==> config.mk <==
export PLATFORM = sky130hd
export DESIGN_NAME = dpcb_bank
export DESIGN_NICKNAME = d
export VERILOG_FILES = /design/src/rtl/dpcb_digit_filter.v /design/src/rtl/dpcb_bank.v
export VERILOG_INCLUDE_DIRS = /design/src /design/src/inc
export SDC_FILE = /design/constraint.sdc
export NUM_CORES = 1
export LEC_CHECK = 0
export ABC_AREA = 1
export BUFFER_PORTS_ARGS = -buffer_cell sky130_fd_sc_hd__buf_2
export CAP_MARGIN = 5
export CORE_MARGIN = 5
export CORE_UTILIZATION = 45
export CTS_CLUSTER_DIAMETER = 50
export DETAILED_ROUTE_END_ITERATION = 7
export PLACE_DENSITY = 0.72
export SLEW_MARGIN = 20
export SYNTH_ARGS = -nofsm -noshare
export SYNTH_HDL_FRONTEND = slang
export SYNTH_SLANG_ARGS = --single-unit
==> constraint.sdc <==
create_clock -name core_clk -period 5.15 [get_ports core_clk]
set_input_delay 0.2575 -clock core_clk [delete_from_list [all_inputs] [get_ports core_clk]]
set_output_delay 0.2575 -clock core_clk [all_outputs]
set_load 0.005 [all_outputs]
==> src/inc/dpcb_defs.vh <==
`ifndef DPCB_DEFS_VH
`define DPCB_DEFS_VH

// ****************************************************************
// parameter select codes
// ****************************************************************
`define DPCB_SEL_MAIN_SUPPLY 3'h0
`define DPCB_SEL_DISPLAY 3'h1
`define DPCB_SEL_COMM_SPEC 3'h2
`define DPCB_SEL_STATION 3'h3
`define DPCB_SEL_ADJ_ONE 3'h4
`define DPCB_SEL_ADJ_TWO 3'h5
`define DPCB_SEL_ADJ_THREE 3'h6
`define DPCB_SEL_ADJ_FOUR 3'h7

// ****************************************************************
// digit positions (low bit of each nibble)
// ****************************************************************
`define DPCB_DIG_SHOW_ALL 0
`define DPCB_DIG_PHASE 8
`define DPCB_DIG_DC_INPUT 8
`define DPCB_DIG_SPEED 0
`define DPCB_DIG_FRAME 4
`define DPCB_DIG_ADDR_SRC 0

// ****************************************************************
// factory values
// ****************************************************************
`define DPCB_RST_MAIN_SUPPLY 16'h0000
`define DPCB_RST_DISPLAY 16'h0000
`define DPCB_RST_COMM_SPEC_V0 16'h0011
`define DPCB_RST_COMM_SPEC_V1 16'h0010
`define DPCB_RST_COMM_SPEC_V2 16'h0000
`define DPCB_RST_STATION_V0 16'h0001
`define DPCB_RST_STATION_V1 16'h0021
`define DPCB_RST_STATION_V2 16'h0001
`define DPCB_RST_ADJ 16'h0000
`define DPCB_STATION_MAX_NARROW 16'h00ff

// ****************************************************************
// network variants and decoded frame lengths
// ****************************************************************
`define DPCB_VAR_FIRST 2'h0
`define DPCB_VAR_SECOND 2'h1
`define DPCB_VAR_ETHER 2'h2
`define DPCB_FRAME_17 6'h11
`define DPCB_FRAME_32 6'h20
`define DPCB_FRAME_48 6'h30

`endif

==> src/rtl/dpcb_digit_filter.v <==
`timescale 1ns/10ps
`default_nettype none

// keeps the stored digit when the new one is not a defined choice
module dpcb_digit_filter
(
    input wire [3:0] old_digit, // digit now stored
    input wire [3:0] new_digit, // digit being written
    output wire [3:0] next_digit // digit to store
);

    // only 0 and 1 are defined for selection digits
    assign next_digit = (new_digit <= 4'h1) ? new_digit : old_digit;

endmodule // dpcb_digit_filter

`default_nettype wire

==> src/rtl/dpcb_bank.v <==
`timescale 1ns/10ps
`default_nettype none
`include "dpcb_defs.vh"

module dpcb_bank
#(
    parameter [1:0] NET_VARIANT = 2'h0 // 0 first fieldbus, 1 second, 2 ethernet
)
(
    input wire core_clk, // 10 mhz system clock
    input wire rst, // power-up reset, async, active high
    input wire par_wr, // one-cycle write strobe
    input wire par_src_host, // 1 write from host software, 0 from panel
    input wire [2:0] par_sel, // parameter select
    input wire [15:0] par_wdata, // write data
    input wire write_inhibit, // panel write inhibit setting
    input wire servo_on, // drive is in servo on
    input wire init_req, // one-cycle initialization request
    input wire [15:0] sii_station_word, // info area word at 0004h
    input wire dc_supply_pin, // sensed main supply is dc, async pin
    output reg [15:0] par_rdata, // stored value of selected parameter
    output reg wr_ack, // write taken
    output reg wr_reject, // write refused
    output reg init_done, // initialization carried out
    output reg init_reject, // initialization refused
    output reg show_all, // panel shows all parameters
    output reg link_10m, // link rate 10 mbit/s, else 4
    output reg [5:0] frame_len, // transfer frame length in bytes
    output reg [15:0] station_addr, // active station address
    output reg dc_input, // dc main input selected
    output reg single_phase, // single-phase ac input selected
    output reg regen_en, // internal regeneration processing on
    output reg wiring_alarm // main circuit wiring alarm
);

    // ****************************************************************
    // factory values for this variant
    // ****************************************************************
    localparam [15:0] RST_COMM = (NET_VARIANT == `DPCB_VAR_FIRST) ? `DPCB_RST_COMM_SPEC_V0 :
                                 (NET_VARIANT == `DPCB_VAR_SECOND) ? `DPCB_RST_COMM_SPEC_V1 :
                                 `DPCB_RST_COMM_SPEC_V2;
    localparam [15:0] RST_STATION = (NET_VARIANT == `DPCB_VAR_FIRST) ? `DPCB_RST_STATION_V0 :
                                    (NET_VARIANT == `DPCB_VAR_SECOND) ? `DPCB_RST_STATION_V1 :
                                    `DPCB_RST_STATION_V2;

    // ****************************************************************
    // parameter store
    // ****************************************************************
    reg [15:0] main_supply_mode_select;
    reg [15:0] display_and_phase_select;
    reg [15:0] network_comm_spec;
    reg [15:0] network_station_number;
    reg [15:0] adjust_utility_one;
    reg [15:0] adjust_utility_two;
    reg [15:0] adjust_utility_three;
    reg [15:0] adjust_utility_four;
    reg active_loaded;
    reg dc_sync_a;
    reg dc_sync_b;

    wire [3:0] next_show_dig;
    wire [3:0] next_phase_dig;
    wire [3:0] next_dc_dig;
    wire [3:0] next_speed_dig;
    wire [3:0] next_frame_dig;

    // ****************************************************************
    // selection digit filters
    // ****************************************************************
    dpcb_digit_filter u_show
    (
        .old_digit(display_and_phase_select[`DPCB_DIG_SHOW_ALL +: 4]),
        .new_digit(par_wdata[`DPCB_DIG_SHOW_ALL +: 4]),
        .next_digit(next_show_dig)
    );

    dpcb_digit_filter u_phase
    (
        .old_digit(display_and_phase_select[`DPCB_DIG_PHASE +: 4]),
        .new_digit(par_wdata[`DPCB_DIG_PHASE +: 4]),
        .next_digit(next_phase_dig)
    );

    dpcb_digit_filter u_dc
    (
        .old_digit(main_supply_mode_select[`DPCB_DIG_DC_INPUT +: 4]),
        .new_digit(par_wdata[`DPCB_DIG_DC_INPUT +: 4]),
        .next_digit(next_dc_dig)
    );

    dpcb_digit_filter u_speed
    (
        .old_digit(network_comm_spec[`DPCB_DIG_SPEED +: 4]),
        .new_digit(par_wdata[`DPCB_DIG_SPEED +: 4]),
        .next_digit(next_speed_dig)
    );

    dpcb_digit_filter u_frame
    (
        .old_digit(network_comm_spec[`DPCB_DIG_FRAME +: 4]),
        .new_digit(par_wdata[`DPCB_DIG_FRAME +: 4]),
        .next_digit(next_frame_dig)
    );

    // ****************************************************************
    // write and initialization qualification
    // ****************************************************************
    wire panel_blocked = write_inhibit & ~par_src_host;
    wire station_bad = (NET_VARIANT != `DPCB_VAR_ETHER) &&
                       (par_wdata > `DPCB_STATION_MAX_NARROW);
    wire wr_refused = panel_blocked | ((par_sel == `DPCB_SEL_STATION) & station_bad);
    wire wr_go = par_wr & ~wr_refused;
    wire init_ok = ~write_inhibit & ~servo_on;
    wire init_go = init_req & init_ok;

    // ****************************************************************
    // store update
    // ****************************************************************
    // init takes priority over a write landing in the same cycle
    always @(posedge core_clk or posedge rst)
    begin
        if (rst)
        begin
            main_supply_mode_select <= `DPCB_RST_MAIN_SUPPLY;
            display_and_phase_select <= `DPCB_RST_DISPLAY;
            network_comm_spec <= RST_COMM;
            network_station_number <= RST_STATION;
            adjust_utility_one <= `DPCB_RST_ADJ;
            adjust_utility_two <= `DPCB_RST_ADJ;
            adjust_utility_three <= `DPCB_RST_ADJ;
            adjust_utility_four <= `DPCB_RST_ADJ;
        end
        else if (init_go)
        begin
            // adjustment results deliberately left alone
            main_supply_mode_select <= `DPCB_RST_MAIN_SUPPLY;
            display_and_phase_select <= `DPCB_RST_DISPLAY;
            network_comm_spec <= RST_COMM;
            network_station_number <= RST_STATION;
        end
        else if (wr_go)
        begin
            case (par_sel)
                `DPCB_SEL_MAIN_SUPPLY:
                begin
                    main_supply_mode_select <= {par_wdata[15:12], next_dc_dig,
                                                par_wdata[7:0]};
                end
                `DPCB_SEL_DISPLAY:
                begin
                    display_and_phase_select <= {par_wdata[15:12], next_phase_dig,
                                                 par_wdata[7:4], next_show_dig};
                end
                `DPCB_SEL_COMM_SPEC:
                begin
                    network_comm_spec <= {par_wdata[15:8], next_frame_dig,
                                          next_speed_dig};
                end
                `DPCB_SEL_STATION:
                begin
                    network_station_number <= par_wdata;
                end
                `DPCB_SEL_ADJ_ONE:
                begin
                    adjust_utility_one <= par_wdata;
                end
                `DPCB_SEL_ADJ_TWO:
                begin
                    adjust_utility_two <= par_wdata;
                end
                `DPCB_SEL_ADJ_THREE:
                begin
                    adjust_utility_three <= par_wdata;
                end
                default:
                begin
                    adjust_utility_four <= par_wdata;
                end
            endcase
        end
    end

    // ****************************************************************
    // handshake outputs and read data
    // ****************************************************************
    always @(posedge core_clk or posedge rst)
    begin
        if (rst)
        begin
            wr_ack <= 1'b0;
            wr_reject <= 1'b0;
            init_done <= 1'b0;
            init_reject <= 1'b0;
            par_rdata <= 16'h0000;
        end
        else
        begin
            // a write lost to a same-cycle init is reported as refused
            wr_ack <= wr_go & ~init_go;
            wr_reject <= par_wr & (wr_refused | init_go);
            init_done <= init_go;
            init_reject <= init_req & ~init_ok;
            case (par_sel)
                `DPCB_SEL_MAIN_SUPPLY: par_rdata <= main_supply_mode_select;
                `DPCB_SEL_DISPLAY: par_rdata <= display_and_phase_select;
                `DPCB_SEL_COMM_SPEC: par_rdata <= network_comm_spec;
                `DPCB_SEL_STATION: par_rdata <= network_station_number;
                `DPCB_SEL_ADJ_ONE: par_rdata <= adjust_utility_one;
                `DPCB_SEL_ADJ_TWO: par_rdata <= adjust_utility_two;
                `DPCB_SEL_ADJ_THREE: par_rdata <= adjust_utility_three;
                default: par_rdata <= adjust_utility_four;
            endcase
        end
    end

    // ****************************************************************
    // supply sense synchroniser
    // ****************************************************************
    always @(posedge core_clk or posedge rst)
    begin
        if (rst)
        begin
            dc_sync_a <= 1'b0;
            dc_sync_b <= 1'b0;
        end
        else
        begin
            dc_sync_a <= dc_supply_pin;
            dc_sync_b <= dc_sync_a;
        end
    end

    // ****************************************************************
    // decode of stored digits
    // ****************************************************************
    reg [5:0] dec_frame;
    reg dec_speed;
    reg [15:0] dec_station;

    always @*
    begin
        dec_speed = 1'b0;
        dec_station = network_station_number;
        dec_frame = `DPCB_FRAME_32;
        case (NET_VARIANT)
            `DPCB_VAR_FIRST:
            begin
                dec_speed = network_comm_spec[`DPCB_DIG_SPEED];
                dec_frame = network_comm_spec[`DPCB_DIG_FRAME] ?
                            `DPCB_FRAME_32 : `DPCB_FRAME_17;
            end
            `DPCB_VAR_SECOND:
            begin
                dec_frame = network_comm_spec[`DPCB_DIG_FRAME] ?
                            `DPCB_FRAME_48 : `DPCB_FRAME_32;
            end
            default:
            begin
                if (network_comm_spec[`DPCB_DIG_ADDR_SRC])
                begin
                    dec_station = sii_station_word;
                end
            end
        endcase
    end

    // ****************************************************************
    // active controls, loaded once after power-up
    // ****************************************************************
    // the store only reaches these here, so later writes and inits
    // never reach them; a power cycle also returns the store to factory
    always @(posedge core_clk or posedge rst)
    begin
        if (rst)
        begin
            active_loaded <= 1'b0;
            show_all <= 1'b0;
            link_10m <= 1'b0;
            frame_len <= `DPCB_FRAME_32;
            station_addr <= 16'h0000;
            dc_input <= 1'b0;
            single_phase <= 1'b0;
            regen_en <= 1'b0;
        end
        else if (!active_loaded)
        begin
            active_loaded <= 1'b1;
            show_all <= display_and_phase_select[`DPCB_DIG_SHOW_ALL];
            link_10m <= dec_speed;
            frame_len <= dec_frame;
            station_addr <= dec_station;
            dc_input <= main_supply_mode_select[`DPCB_DIG_DC_INPUT];
            single_phase <= display_and_phase_select[`DPCB_DIG_PHASE];
            regen_en <= ~main_supply_mode_select[`DPCB_DIG_DC_INPUT];
        end
    end

    // ****************************************************************
    // wiring alarm
    // ****************************************************************
    // held off until the selection is active so a stale store cannot trip it
    always @(posedge core_clk or posedge rst)
    begin
        if (rst)
        begin
            wiring_alarm <= 1'b0;
        end
        else
        begin
            wiring_alarm <= active_loaded & (dc_input != dc_sync_b);
        end
    end

endmodule // dpcb_bank

`default_nettype wire

==> metrics.txt, run 1 <==
status completed; hold path startpoint init_req; global-route wire length before repair 31600 µm; worst slack, placed 2.93 ns; vias in the first global route 5727; worst path bufs/invs 3; Root Driver clkbuf_16; Logic pwr share 0.130; critical path endpoint par_rdata[0]; layout cells sized above 1 0.149; fraction of synthesized area in multiplexers 0.00145; Setup CP Type primary input to register; critical path fanouts, max 33; grt ovf 0; largest family of logic cells by synthesized area simple AND/OR/NAND/NOR gates; clock power share 0.378; crit-path cells buf_2, nor2_1, nand2_1, clkinv_1, nand2_1, o21ai_0, inv_1, and3_1, nand3_1; final WL 19100 µm; Die Footprint 19900 µm²; chip height 141 µm; drt via density 5.12; dpl hpwl 12700 µm; Seq pwr share 0.492; Power Density 395 nW/µm²; Initial Util 0.452; Synth Cell Area 7740 µm²; crit path launch par_sel[0]; Post-Synth Adder-Cell Area 0; initial antenna violation count 0; Ys Warns 0; simple-gate area share of the yosys netlist 0.303; setup TNS 0 ns; Setup crit end kind register; worst-case clock buffer depth 2; CTS H-tree depth 4; Slowest cell on crit path clkinv_1; Hold Crit Depth 3; Port-buffer cells 71; Hold WS 0.0755 ns; cell family contributing the most delay on the critical path buffers and inverters; fin util 0.513; register area share after synthesis 0.566; number of CTS-inserted buffers 17; LEAKAGE 4.64 nW; gpl congestion 0.853; reg2reg end dc_input; most frequent CP cell nand2_1; final setup vio count 0; async set or reset register ratio after synthesis 1.00; I/O pins 91; cell count after synthesis 910; Crit. path cell count 9; Slew @ Worst Pin 1.03 ns; CTS tree built; Crit path largest cell delay 0.79 ns; Max-Cap Viols 0; Final Hold Viols 0; Worst slew margin 0.307; Worst EP arrival 2.23 ns; Power Total 3.47 mW; worst hold path type primary input to register; Post-synth EDFFs 0; average wire per standard cell 15.9 µm; net load switching power 0.973 mW; pin count of the biggest net entering global routing 70; fin. max-slew vios 0; DR vias 6148; Worst-Skew Late Latency 0.44 ns; unrepaired setup endpoints after global routing no; drt pass-1 iters 8; Reg2Reg Depth 1; Critical R2R Launch active_loaded; WP data required 5.43 ns; ys flop type dfrtp_1; FP Rows 48; antenna diode count 0; drt drc 0; die width 141 µm; Final ANT Viol Nets 0; Synth Area in Compound Gates 0.0612; Netlist cell types 32; register clock-pin slew on the reported worst setup and hold paths 0.06 ns; worst vdd ir 0.000264 V; FF-to-FF setup slack 3.87 ns; # resized after CTS 0; FMAX 514 MHz; area of the core 17100 µm²; Internal 2.50 mW; Post-Synth XOR/XNOR Area 0.00113; NumNets Final 1006; Avg Cell Area, Syn 8.51 µm²; #FFs+latches synth 175; switch share 0.280; clk_skew 0.0105 ns; GRT Total Usage 0.201; drt initial violations 624; minimum clock period 1.95 ns; final setup margin 3.20 ns; CP Launch Type primary input; Final period util 0.378; clk sinks 175; area grow syn2layout 13.5%
==> flip-flops by register name (all words and copies together), names as in the netlist, 2 cells and up <==
name                      count
adjust_utility_two           16
par_rdata                    16
adjust_utility_three         16
dec_station                  16
network_comm_spec            16
station_addr                 16
adjust_utility_one           16
frame_len                     2
display_and_phase_select     16
adjust_utility_four          16
main_supply_mode_select      16
==> worst min path at each step <==
stage / end / slack [ns]
after floorplan: dc_sync_a / 0.29
final: init_reject / 0.08
after detailed placement: dec_station[9] / 0.31
after CTS: init_reject / 0.06
after global placement: adjust_utility_one[0] / 0.31
after global routing: init_reject / 0.08
==> synthesized netlist by cell type (all sizes together), types with 2 or more instances <==
| library cell | number | share of area |
|---|---|---|
| inv | 64 | 0.031 |
| nand4 | 5 | 0.012 |
| nor2 | 50 | 0.029 |
| o21ai | 54 | 0.035 |
| clkbuf | 15 | 0.0073 |
| a21boi | 4 | 0.0039 |
| o22ai | 5 | 0.0040 |
| nand2 | 345 | 0.17 |
| a21oi | 27 | 0.017 |
| dfrtp | 171 | 0.55 |
| dfstp | 4 | 0.014 |
| nor3 | 2 | 0.0042 |
| nand3 | 126 | 0.089 |
| conb | 2 | 0.00097 |
| buf | 32 | 0.028 |
==> power groups by stage <==
stage	clock network [mW]	registers (mW)	logic [mW]
3_3_place_gp	0	1.72	0.443
5_1_grt	1.39	1.74	0.519
4_1_cts	1.33	1.71	0.458
2_1_floorplan	0	1.71	0.301
6_report	1.31	1.71	0.452
3_5_place_dp	0	1.73	0.455
==> cells in the final DEF, fill, tap and decap left out, drive strengths merged <==
cell	count
a21boi	4
xnor2	1
o21ai	54
conb	4
bufinv	2
nor2	50
clkinv	6
mux2	1
dfrtp	171
nand3	126
dfstp	4
clkbuf	19
o31ai	1
buf	77
and3	1
inv	68
dlygate4sd3	2
nor3	2
nand4	5
o22ai	5
a21oi	27
clkinvlp	1
nand2	345
==> layout make-up <==
class	instances	area [µm²]
clock buffer	19	443
clock inverter	13	154
fill	1631	8330
inverter	64	245
multi-input combinational	626	2860
sequential	175	4390
tap	225	282
timing repair buffer	79	420
==> metrics by stage <==
step                area (µm²)  std cells
finish                    8790       1201
global route              8790       1201
CTS                       8790       1201
detailed placement        8170       1167
global placement          8170       1167
floorplan                 7750        912
==> layer usage <==
metal,track usage,part of all wire
met5,0,0
met4,0.0643,0.020
met3,0.0400,0.062
met2,0.292,0.46
met1,0.301,0.45
==> logic make-up after synthesis <==
logic type,after synthesis
buffers and inverters,111
xor gates and xnor gates,1
muxes,1
DFF,175
and+or+nand+nor,529
AOI/OAI and AO/OA,91
other,2
==> what timing repair did <==
action	CTS	global route
setup buffers	0	0
hold buffers	2	0
setup endpoints to repair	0	0
endpoints found under the hold margin	46	0
Power figures use the tool's default switching activity.
==> inputs of run 2 (changes only) <==
--- a/config.mk
+++ b/config.mk
@@ -6,14 +6,14 @@
 export SDC_FILE = /design/constraint.sdc
 export NUM_CORES = 1
 export LEC_CHECK = 0
-export ABC_AREA = 1
+export ABC_AREA = 0
 export BUFFER_PORTS_ARGS = -buffer_cell sky130_fd_sc_hd__buf_2
 export CAP_MARGIN = 5
 export CORE_MARGIN = 5
 export CORE_UTILIZATION = 45
 export CTS_CLUSTER_DIAMETER = 50
 export DETAILED_ROUTE_END_ITERATION = 7
-export PLACE_DENSITY = 0.72
+export PLACE_DENSITY = 0.69
 export SLEW_MARGIN = 20
 export SYNTH_ARGS = -nofsm -noshare
 export SYNTH_HDL_FRONTEND = slang
==> constraint.sdc (replaced) <==
create_clock -name core_clk -period 1.9 [get_ports core_clk]
set_input_delay 0.095 -clock core_clk [delete_from_list [all_inputs] [get_ports core_clk]]
set_output_delay 0.095 -clock core_clk [all_outputs]
set_load 0.005 [all_outputs]
==> metrics.txt, run 2 <==
status completed; area of the core 17100 µm² (unchanged); register clock-pin slew on the reported worst setup and hold paths 0.07 ns (about the same); critical path fanouts, max 15 (-55%); Post-Synth XOR/XNOR Area 0.00113 (-0.00000600); minimum clock period 1.84 ns; most numerous cell in the Yosys netlist dfrtp_1; Cell Area, Placed 8500 µm² (+4.0%); area grow syn2layout 19.1%; setup TNS 0 ns (unchanged); GRT Total Usage 0.190 (-0.0103); fin. max-slew vios 0 (unchanged); global-route wire length before repair 30000 µm (-5.0%); die width 142 µm (+0.25%); chip height 142 µm (+0.25%); worst-case clock buffer depth 2 (unchanged); worst hold path type primary input to register; I/O pins 91 (unchanged); FP Rows 48 (unchanged); drt pass-1 iters 7 (-1); fraction of synthesized area in multiplexers 0.218 (+0.216); Post-Synth Adder-Cell Area 0 (unchanged); LEAKAGE 4.65 nW (+0.33%); Synth area leaders dfrtp_1 (55%), mux2_2 (10%), mux2i_1 (7.2%); Power Density 1010 nW/µm² (+160%); clk sinks 175 (unchanged); most area-hungry cell type in the Yosys netlist dfrtp_1; register area share after synthesis 0.563 (-0.00300); largest family of logic cells by synthesized area multiplexers; worst vdd ir 0.000702 V (+170%); WP data required 2.22 ns (-3.21 ns); Worst-Skew Late Latency 0.44 ns (about the same); pin count of the biggest net entering global routing 74 (+5.7%); Final Cell Area 9270 µm² (+5.5%); unrepaired setup endpoints after global routing yes; ys flop type dfrtp_1; Die Footprint 20000 µm² (+0.50%); Final Hold Viols 0 (unchanged); gpl congestion 0.838 (-1.7%); Root Driver clkbuf_16; final setup vio count 0 (unchanged); fin util 0.542 (+0.0284); initial antenna violation count 0 (unchanged); DR vias 5258 (-14%); Yosys top cell area share 0.550 (-0.00293); drt via density 5.52 (+7.8%); Synth Cell Area 7780 µm² (+0.53%); FMAX 542 MHz; antenna diode count 0 (unchanged); CP Launch Type primary input; Post-synth EDFFs 0 (unchanged); Port-buffer cells 71 (unchanged); Setup crit end kind register; CTS tree built; simple-gate area share of the yosys netlist 0.103 (-0.200); drt initial violations 271 (-57%); filler cell count 1439 (-12%); Final period util 0.971; Crit path largest cell delay 0.53 ns (-0.26 ns); clk_skew 0.00951 ns (-0.00101 ns); top cells by count, synth dfrtp_1 (171), mux2_2 (72), mux2i_1 (56), nor2_1 (54), nand2_1 (31); Synth Area in Compound Gates 0.0738 (+0.0125); number of CTS-inserted buffers 17 (unchanged); commonest non-fill, non-tap cell in the layout dfrtp_1; cell family contributing the most delay on the critical path buffers and inverters; most frequent cells in the layout dfrtp_1 (171), mux2_2 (72), buf_2 (71), mux2i_1 (56), nor2_1 (54); crit-path cells dlygate4sd3_1, buf_2, or3b_1, buf_6, nand3_1, nor3_2, buf_4, mux2_2; dpl hpwl 12400 µm (-2.5%); vias in the first global route 5529 (-3.5%); Initial Util 0.455 (+0.00241); Final ANT Viol Nets 0 (unchanged); CTS H-tree depth 4 (unchanged); Slowest cell on crit path dlygate4sd3_1; final WL 18400 µm (-3.5%); Netlist cell types 53 (+66%); Setup CP Type primary input to register; Ys Warns 0 (unchanged); layout cells sized above 1 0.337 (+0.188); Power Total 9.35 mW (+170%); average wire per standard cell 19.4 µm (+22%); NumNets Final 758 (-25%); grt ovf 0 (unchanged); Avg Cell Area, Syn 12.5 µm² (+47%); async set or reset register ratio after synthesis 1.00 (unchanged); Hold WS 0.0139 ns (-0.0616 ns); Max-Cap Viols 0 (unchanged); Worst EP arrival 2.16 ns (-0.07 ns); #FFs+latches synth 175 (unchanged); worst path bufs/invs 4 (+1); drt drc 0 (unchanged); cell count after synthesis 623 (-32%)
==> run 2: cell types whose count changed in the layout (fill, tap and decap cells not counted), sizes merged, moves of 8 or more <==
cell,delta
nand2,-314
nand3,-114
mux2,+91
inv,-58
mux2i,+56
o21ai,-31
buf,+30
a21oi,-18
and3,+16
nor2b,+13
dlygate4sd3,+12
a22oi,+8
==> run 2: stage by stage <==
stage	cells	setup slack, ns
finish	953	0.0560
global route	953	-0.0175
CTS	953	0.0102
detailed placement	907	0.120
global placement	907	0.158
floorplan	625	-0.430
==> run 2: area by class of cell <==
cell class | count | area (µm²) | share of cell area
clock inverter | 13 | 174 | 0.0188
tap | 225 | 282 | 0.0304
timing repair buffer | 121 | 857 | 0.0924
clock buffer | 19 | 453 | 0.0488
multi-input combinational | 394 | 3100 | 0.334
sequential | 175 | 4380 | 0.473
inverter | 6 | 26.3 | 0.00283
==> run 2: what timing repair did <==
action | in CTS | in global routing
resized for setup | 0 | 2
setup endpoints to repair | 0 | 24
hold buffers | 14 | 0
setup buffers | 0 | 0
endpoints found under the hold margin | 195 | 0
==> run 2: cell families (layout without fill, tap and decap cells) <==
family / after synthesis / after routing
AOI/OAI and AO/OA: 84 / 84
xor gates and xnor gates: 1 / 1
buffers and inverters: 56 / 159
DFF: 175 / 175
muxes: 149 / 149
other: 2 / 4
and+or+nand+nor: 156 / 156
==> run 2: path summary, 6_finish.rpt <==
path / startpoint / to / slack [ns] / cells past startpoint
worst min register to register: dc_sync_a / dc_sync_b / 0.35 / 0
worst max register to register: adjust_utility_one[10] / par_rdata[10] / 0.56 / 4
max in group asynchronous: rst / network_comm_spec[4] / 1.04 / 4
worst min-delay path: par_wdata[3] / dec_station[3] / 0.01 / 3
min in group asynchronous: rst / active_loaded / 0.15 / 3
worst max-delay path: init_req / adjust_utility_one[12] / 0.06 / 8
==> run 2: routing by layer <==
metal / track usage / share of wire
met4: 0.0561 / 0.015
met5: 0 / 0
met3: 0.0448 / 0.052
met2: 0.305 / 0.48
met1: 0.259 / 0.45
==> run 2: power breakdown <==
part,leakage [nW],total (mW),switching [mW],internal [mW]
combinational,2.10,1.22,0.563,0.654
sequential,2.25,4.43,0.237,4.19
clock,0.298,3.70,1.53,2.17
total,4.65,9.35,2.33,7.01
==> run 2: worst reg2reg max path: stages (launching register included) <==
cell and delay, ns:
dfrtp_1 0.38, mux2_2 0.26, a22oi_1 0.22, o221ai_1 0.22, o21a_1 0.16
==> inputs of run 3 (changes only) <==
--- a/config.mk
+++ b/config.mk
@@ -17,4 +17,5 @@
 export SLEW_MARGIN = 20
 export SYNTH_ARGS = -nofsm -noshare
 export SYNTH_HDL_FRONTEND = slang
+export SYNTH_HIERARCHICAL = 1
 export SYNTH_SLANG_ARGS = --single-unit
==> metrics.txt, run 3 <==
Final ANT Viol Nets 0 (unchanged); chip height 143 µm (+0.76%); Power Total 8.94 mW (-4.3%); cell count after synthesis 670 (+7.5%); average wire per standard cell 20.1 µm (+3.8%); CP Launch Type primary input; drt initial violations 535 (+97%); Final period util 0.927 (-0.0433); Power Density 951 nW/µm² (-5.6%); number of CTS-inserted buffers 17 (unchanged); Avg Cell Area, Syn 11.8 µm² (-5.5%); Setup CP Type primary input to register; LEAKAGE 4.45 nW (-4.3%); Worst EP arrival 2.03 ns (-0.13 ns); Initial Util 0.457 (+0.00271); worst slack, placed 0.246 ns (+0.126 ns); ys flop type dfrtp_1; WP data required 2.16 ns (-0.06 ns); Post-synth EDFFs 0 (unchanged); drt pass-1 iters 5 (-2); most area-hungry cell type in the Yosys netlist dfrtp_1; most frequent cells in the layout dfrtp_1 (171), nand2_1 (86), buf_2 (71), mux2_1 (51), a21oi_1 (48); clk sinks 175 (unchanged); commonest non-fill, non-tap cell in the layout dfrtp_1; Root Driver clkbuf_16; crit-path cells dlygate4sd3_1, buf_2, nor4_1, nand2_1, o21ai_1, a21oi_1; die width 143 µm (+0.76%); Worst-Skew Late Latency 0.43 ns (about the same); vias in the first global route 6089 (+10%); dpl hpwl 13600 µm (+9.7%); async set or reset register ratio after synthesis 1.00 (unchanged); pin count of the biggest net entering global routing 90 (+22%); worst hold path type primary input to register; Slowest cell on crit path dlygate4sd3_1; # resized after CTS 0 (unchanged); area of the core 17300 µm² (+1.1%); Ys Warns 6 (+6); NumNets Final 812 (+7.1%); grt ovf 0 (unchanged); Crit path largest cell delay 0.53 ns (about the same); DR vias 5703 (+8.5%); Synth area leaders dfrtp_1 (54%), mux2_1 (7.3%), mux2_2 (6.4%); clk_skew 0.0135 ns (+0.00396 ns); CTS H-tree depth 4 (unchanged); gpl congestion 0.866 (+3.4%); I/O pins 91 (unchanged); Post-CTS Repair Setup Buffers 0 (unchanged); Synth Cell Area 7910 µm² (+1.7%); critical path fanouts, max 8 (-7); most numerous cell in the Yosys netlist dfrtp_1; Die Footprint 20300 µm² (+1.5%); status completed; worst-case clock buffer depth 2 (unchanged); layout cells sized above 1 0.272 (-0.0642); #FFs+latches synth 175 (unchanged); Netlist cell types 54 (+1.9%); minimum clock period 1.76 ns (-0.0823 ns); Setup crit end kind register; filler cell count 1471 (+2.2%); area grow syn2layout 18.8%; GRT Total Usage 0.210 (+0.0193); FMAX 568 MHz (+4.7%); FP Rows 48 (unchanged); drt via density 5.66 (+2.6%); hold buffer count at cts 14 (unchanged); drt drc 0 (unchanged); final setup vio count 0 (unchanged); unrepaired setup endpoints after global routing no; initial antenna violation count 0 (unchanged); global-route wire length before repair 33000 µm (+9.9%); worst vdd ir 0.000696 V (-0.87%); final WL 20200 µm (+9.7%); final setup margin 0.138 ns (+0.0823 ns); Yosys top cell area share 0.541 (-0.00895); antenna diode count 0 (unchanged); top cells by count, synth dfrtp_1 (171), nand2_1 (86), mux2_1 (51), a21oi_1 (48), mux2_2 (45); register clock-pin slew on the reported worst setup and hold paths 0.06 ns (about the same); Max-Cap Viols 0 (unchanged); fin. max-slew vios 0 (unchanged); Slew @ Worst Pin 0.678 ns; Final Hold Viols 0 (unchanged); Port-buffer cells 71 (unchanged); CTS tree built; register area share after synthesis 0.554 (-0.00917); Worst slew margin 0.548
[run 3: critical path: cells and delay by family]
family,cells,cell delay (ns)
AND/OR/NAND/NOR,2,0.90
buffers and inverters,2,0.71
AO/OA/AOI/OAI,2,0.32
[run 3: final timing paths]
check                                start                          end  slack [ns]  cells past startpoint
min reg2reg                      dc_sync_a                    dc_sync_b        0.36                      0
min in group asynchronous              rst                 wiring_alarm        0.37                      4
max reg2reg                dec_station[15]                par_rdata[15]        0.57                      3
max in group asynchronous              rst  main_supply_mode_select[11]        1.12                      4
max                          par_wdata[12]               dec_station[1]        0.14                      6
min                          par_wdata[11]        network_comm_spec[11]        0.02                      3
[run 3: logic make-up (layout without fill, tap and decap cells)]
kind of cell,Yosys count,count (layout),synth area share
buffers and inverters,48,158,0.0326
AO/OA/AOI/OAI,115,115,0.0927
multiplexers,133,133,0.188
flip-flops,175,175,0.554
other,2,4,0.000949
AND/OR/NAND/NOR,196,196,0.130
XOR/XNOR,1,1,0.00111
[run 3: cell type report]
cell class,count,area (µm²),area share
Tap cell,225,282,0.0299
Clock buffer,22,484,0.0515
Sequential cell,175,4380,0.466
Inverter,5,22.5,0.00240
Timing Repair Buffer,121,866,0.0921
Multi-Input combinational cell,449,3280,0.349
Clock inverter,10,86.3,0.00918
[run 3: where the power goes]
part	switching, mW	leakage, nW	internal, mW
sequential	0.234	2.25	4.21
clock	1.40	0.278	1.93
combinational	0.597	1.92	0.570
[run 3: metrics by stage]
stage	setup TNS, ns	util	hold WS (ns)	std cells	instance area, µm²
5_1_grt	0	0.544	0.0242	1007	9400
3_3_place_gp	0	0.503	0.210	961	8690
4_1_cts	0	0.544	0.00446	1007	9400
6_report	0	0.544	0.0214	1007	9400
2_1_floorplan	-73.60	-	0.126	672	7920
3_5_place_dp	0	0.503	0.208	961	8690
[run 3: metal layers]
metal	wire, µm	up-vias	track usage
met3	1350	33	0.0470
met4	354	0	0.0650
met2	9490	220	0.329
met1	9040	2894	0.292
li1	-	2556	-
met5	0	-	0
